===== src/common/spc_pkg.sv =====
// Shared constants, types and register map of the segment privilege checker
package spc_pkg;

  // ****************************************************************
  // Widths and privilege encoding
  // ****************************************************************
  localparam int SPC_AXI_AW = 12;
  localparam int SPC_DW = 32;
  localparam int SPC_PLW = 2;
  localparam int SPC_PORT_W = 16;
  localparam int SPC_BIT_IDX_W = 5;
  localparam logic [SPC_PLW-1:0] SPC_PL_MOST = 2'h0;
  localparam logic [SPC_PLW-1:0] SPC_PL_LEAST = 2'h3;
  localparam int SPC_IOMAP_WORDS_DEF = 32;
  localparam logic [SPC_DW-1:0] SPC_IOMAP_RESET = 32'hFFFFFFFF;

  // ****************************************************************
  // Register offsets and fields
  // ****************************************************************
  localparam logic [SPC_AXI_AW-1:0] SPC_OFS_CTRL_ZERO = 12'h000;
  localparam logic [SPC_AXI_AW-1:0] SPC_OFS_FLAGS = 12'h004;
  localparam logic [SPC_AXI_AW-1:0] SPC_OFS_TASK = 12'h008;
  localparam logic [SPC_AXI_AW-1:0] SPC_OFS_STATUS = 12'h00C;
  localparam logic [SPC_AXI_AW-1:0] SPC_OFS_IOMAP = 12'h100;
  localparam int SPC_BIT_PROT_EN = 0;
  localparam int SPC_BIT_INTR_EN = 9;
  localparam int SPC_LSB_IO_THR = 12;
  localparam int SPC_BIT_NESTED = 14;
  localparam int SPC_BIT_TASK32 = 0;
  localparam int SPC_LSB_ST_PRIV = 0;
  localparam int SPC_BIT_ST_PROT = 2;
  localparam int SPC_LSB_ST_CAUSE = 4;
  localparam int SPC_LSB_ST_FAULTS = 8;
  localparam logic [SPC_DW-1:0] SPC_WORD_ZERO = 32'h00000000;

  // ****************************************************************
  // Bus answers and fault causes
  // ****************************************************************
  localparam logic [1:0] SPC_RESP_OKAY = 2'h0;
  localparam logic [1:0] SPC_RESP_SLVERR = 2'h2;
  localparam logic [3:0] SPC_CAUSE_NONE = 4'h0;
  localparam logic [3:0] SPC_CAUSE_PRIV = 4'h1;
  localparam logic [3:0] SPC_CAUSE_TYPE = 4'h2;
  localparam logic [3:0] SPC_CAUSE_IO = 4'h3;
  localparam logic [3:0] SPC_CAUSE_TARGET = 4'h4;
  localparam logic [7:0] SPC_FAULT_ONE = 8'h01;

  // ****************************************************************
  // Operations, descriptor kinds, tables, states
  // ****************************************************************
  typedef enum logic [2:0] {
    SPC_OP_DATA, SPC_OP_IO_PORT, SPC_OP_IO_FLAG, SPC_OP_JMP,
    SPC_OP_CALL, SPC_OP_RET, SPC_OP_IRET, SPC_OP_INT
  } spc_op_t;
  typedef enum logic [2:0] {
    SPC_DT_DATA, SPC_DT_CODE, SPC_DT_CALL_GATE, SPC_DT_TRAP_GATE,
    SPC_DT_INT_GATE, SPC_DT_TASK_BLOCK, SPC_DT_TASK_GATE
  } spc_desc_t;
  typedef enum logic [1:0] {
    SPC_TBL_GLOBAL, SPC_TBL_LOCAL, SPC_TBL_INTERRUPT
  } spc_tbl_t;
  typedef enum logic {SPC_IDLE, SPC_LOOK} spc_fsm_t;

  typedef struct packed {
    spc_fsm_t st;
    logic protection_enable_bit;
    logic [SPC_PLW-1:0] current_priv_level;
    logic [SPC_PLW-1:0] io_priv_threshold;
    logic nested_task_flag;
    logic intr_enable;
    logic task_block_32;
    logic [3:0] cause;
    logic [7:0] faults;
    logic aw_have;
    logic [SPC_AXI_AW-1:0] aw_addr;
    logic w_have;
    logic [SPC_DW-1:0] w_data;
    logic [SPC_DW/8-1:0] w_strb;
    logic awready;
    logic wready;
    logic bvalid;
    logic [1:0] bresp;
    logic arready;
    logic rvalid;
    logic [1:0] rresp;
    logic [SPC_DW-1:0] rdata;
    logic req_ready;
    logic resp_valid;
    logic resp_fault;
    logic [SPC_PLW-1:0] resp_priv;
    logic stack_load;
    logic [SPC_PLW-1:0] stack_level;
    logic stack_restore;
    logic [SPC_BIT_IDX_W-1:0] lk_bit;
    logic lk_out_of_range;
  } spc_state_t;

endpackage


===== src/hdl/spc_iomap_mem.sv =====
// Port permission bitmap memory with registered read data
`timescale 1ns/1ps
module spc_iomap_mem
  import spc_pkg::*;
#(
  parameter int WORDS = SPC_IOMAP_WORDS_DEF,
  parameter int DW = SPC_DW,
  parameter int AW = $clog2(WORDS)
) (
  // Clock and reset
  input wire logic aclk,
  input wire logic aresetn,
  // Write port
  input wire logic we,
  input wire logic [DW/8-1:0] wstrb,
  input wire logic [AW-1:0] waddr,
  input wire logic [DW-1:0] wdata,
  // Read port
  input wire logic [AW-1:0] raddr,
  output logic [DW-1:0] rdata
);

  logic [DW-1:0] mem_q [WORDS];

  // Reset denies every port, so a stale map never grants access
  always_ff @(posedge aclk) begin
    if (!aresetn) begin
      for (int i = 0; i < WORDS; i++) begin
        mem_q[i] <= SPC_IOMAP_RESET;
      end
      rdata <= SPC_IOMAP_RESET;
    end else begin
      for (int b = 0; b < DW/8; b++) begin
        if (we && wstrb[b]) begin
          mem_q[waddr][b*8 +: 8] <= wdata[b*8 +: 8];
        end
      end
      rdata <= mem_q[raddr];
    end
  end

endmodule


===== config.mk =====
export PLATFORM = sky130hd
export DESIGN_NAME = spc_iomap_mem
export DESIGN_NICKNAME = d
export VERILOG_FILES = /design/src/common/spc_pkg.sv /design/src/hdl/spc_iomap_mem.sv
export SDC_FILE = /design/constraint.sdc
export NUM_CORES = 2
export LEC_CHECK = 0
export ABC_CLOCK_PERIOD_IN_PS = 2100
export BUFFER_PORTS_ARGS = -buffer_cell sky130_fd_sc_hd__buf_4
export CAP_MARGIN = 20
export CORE_MARGIN = 1.5
export CORE_UTILIZATION = 39
export DETAILED_ROUTE_END_ITERATION = 10
export PLACE_DENSITY = 0.59
export REMOVE_ABC_BUFFERS = 1
export SYNTH_ARGS = -nofsm -noshare
export SYNTH_HDL_FRONTEND = slang
export SYNTH_SLANG_ARGS = --single-unit
export TNS_END_PERCENT = 30

===== constraint.sdc =====
create_clock -name aclk -period 2.1 [get_ports aclk]
set_input_delay 0.105 -clock aclk [delete_from_list [all_inputs] [get_ports aclk]]
set_output_delay 0.105 -clock aclk [all_outputs]
set_load 0.005 [all_outputs]

==> run summary <==
Max Cap Viol: 0
Area delta synth->final: 15.2%
CP delay by family, top: buffers and inverters
I/O pin total: 81
Reg2reg start: mem_q[30][23]
Outcome: complete, no violations
CTS root buffer: clkbuf_16
Reg area: 31400 µm²
Final Setup Violations: 0
#FFs+latches synth: 1056
Commonest non-fill, non-tap cell in the layout: edfxtp_1
Initial Util: 0.395
Vias in the first global route: 29300
Via density: 5.56
Yosys cell types: 30
DRC: 0
Die W: 355 µm
Worst hold path cell count: 2
Chip height: 355 µm
Max incr delay on CP: 0.73 ns
Die area: 126000 µm²
CP Launch Type: primary input
GR Util All Layers: 0.211
WL/cell: 25.2 µm
Worst Path Max Fanout: 26
Clk slew on worst S/H paths: 0.06 ns
Static leakage power: 0.0190 µW
Number of routed nets with antenna violations: 0
# Post-CTS Setup Buffers: 0
First-pass GRT wire length: 196000 µm
Setup repair after global routing missed its margin: no
Crit path time final: 1.98 ns
Pwr dens: 834 nW/µm²
Slew HR: 0.486
R2R Setup Slk: 0.64 ns
Ratio of cells with drive above 1 in the final layout: 0.246
Yosys warning count: 0
Hold Fails Final Rpt: 0
Slowest CP cell: o21ai_0
Seq pwr share: 0.529
Sw frac: 0.230
Rows: 128
Crit path DAT: 2.36 ns
WP data required: 2.48 ns
Internal Power: 35700 µW
Non-filler instance count after layout: 5396
Worst-Skew Late Latency: 0.68 ns
Worst Hold End: mem_q[26][10]
Largest net degree at the start of global routing: 120
Clk pwr share: 0.395
Total CTS buffers: 107
Sequential area share after synthesis: 0.650
Fmax: 505 MHz
Total number of H-tree levels: 3
Clk sink count: 1056
Switching power: 10700 µW
Congestion Overflow GR: 0
Initial drt markers: 3113
TNS Setup: 0 ns
Dpl cells: 5196
CTS tree: yes
Most frequent cells in the layout: 1024 x edfxtp_1, 641 x or3_1, 512 x mux2i_1
Crit end category: register
VDD IR max: 0.604 mV
Combinational Power Share: 0.076
Final nets: 3730
Synth Cell Area: 48300 µm²
Syn Area/Cell: 13.5 µm²
Critical path class: in2reg
Via count: 30000
Multi-input gate area: 15400 µm²
Period Utilization, post-route: 0.944
Initial antenna violation count: 10
Final count of pins violating max slew: 0
Dpl hpwl: 87400 µm
Post-Route Utilization: 0.455
Port bufs: 80
Core area: 122000 µm²
Final WL: 136000 µm
Cells after Synth: 3574
Clock skew: 0.0225 ns
DRT Pass-1 Iters: 6
Clk buf depth: 3
Power Total: 46400 µW
Number of fill cells: 10900
Reg-to-Reg End: rdata[23]
Post-Place Worst Slack: -0.0103 ns
Critical-path cell list: dlygate4sd3_1 > buf_6 > nand3_4 > o21ai_0 > buf_4
Hold Crit Class: in2reg
Fin worst setup slack: 0.119 ns
Buf/Inv on CP: 3
Worst Hold Launch: wdata[10]
Routability cong.: 0.844
Worst Reg-to-Reg Cells: 4
Worst Max-Slew Pin Slew: 0.771 ns
PostCTS Resize Cnt: 0
cells in the mapped netlist:
master    count  share of area
buf_6        12         0.0028
edfxtp_1   1024           0.64
nor4_2        1        0.00026
or2_1         4        0.00052
nand2b_1      2        0.00026
a22oi_1     256          0.040
o21ai_0      84         0.0087
and3b_1       2        0.00036
nor4bb_1      5         0.0010
or3b_1        2        0.00036
buf_2        85         0.0088
or3b_4        1        0.00023
or3_1       641          0.083
o21ai_1      28         0.0029
nand3_1       8        0.00083
mux2i_1     512           0.11
and4bb_2      1        0.00026
buf_4         2        0.00031
and4b_1       4        0.00083
nand2_1     110         0.0086
nor4b_2       4         0.0012
nor2_1       14         0.0011
or2_2       385          0.050
and3_1        5        0.00065
clkbuf_1    282          0.022
nand4_1      64         0.0083
buf_1         1       0.000078
dfxtp_1      32          0.013
and4_1        1        0.00018
nor2b_1       2        0.00026
layout make-up:
type | instances | area share
Clock buffer | 135 | 0.0506
Tap cell | 1625 | 0.0366
Timing Repair Buffer | 380 | 0.0623
Multi-Input combinational cell | 2136 | 0.277
Sequential cell | 1056 | 0.564
Antenna cell | 4 | 0.000180
Clock inverter | 60 | 0.00889
power by group through the flow:
stage                     logic [µW]  registers, µW  clock network [µW]
after floorplan                 1370          24800                   0
after global placement          3510          24900                   0
after detailed placement        3530          25000                   0
after CTS                       3540          24500               18600
after global routing            3740          24600               19400
final                           3540          24500               18300
registers in the layout, summed over array words and instances (netlist names):
name / count
mem_q: 1024
rdata: 32
cell families after synthesis:
| family | Yosys count | synth area share |
|---|---|---|
| and+or+nand+nor | 1256 | 0.158 |
| DFF | 1056 | 0.650 |
| muxes | 512 | 0.106 |
| buffers and inverters | 382 | 0.0339 |
| AOI/OAI and AO/OA | 368 | 0.0514 |
worst max-delay path by stage:
stage,from,to,slack [ns],cells after the start
final,aresetn,mem_q[28][28],0.12,5
after global routing,aresetn,mem_q[28][31],0.005,5
after CTS,aresetn,mem_q[28][31],0.15,5
after detailed placement,waddr[3],mem_q[16][16],-0.01,6
after global placement,waddr[3],mem_q[16][17],-0.05,6
after floorplan,aresetn,mem_q[11][0],-2.01,2
what timing repair did:
item / in CTS / in global routing
endpoints found under the hold margin: 4 / 0
hold buffers: 1 / 0
endpoints found under the setup margin: 0 / 0
routing by layer:
| metal | share of wire | vias to the layer above | GRT usage |
|---|---|---|---|
| met2 | 0.47 | 998 | 0.340 |
| met3 | 0.069 | 169 | 0.0310 |
| li1 | - | 13800 | - |
| met1 | 0.44 | 15000 | 0.298 |
| met4 | 0.025 | 8 | 0.0612 |
| met5 | 0.00035 | - | 0 |
through the flow:
stage	hold slack [ns]	area, µm²
finish	0.0496	55600
CTS	0.0154	55600
detailed placement	0.484	52300
floorplan	0.181	46600
global placement	0.485	52300
global route	0.0474	55600
(Power assumes the default switching activity.)
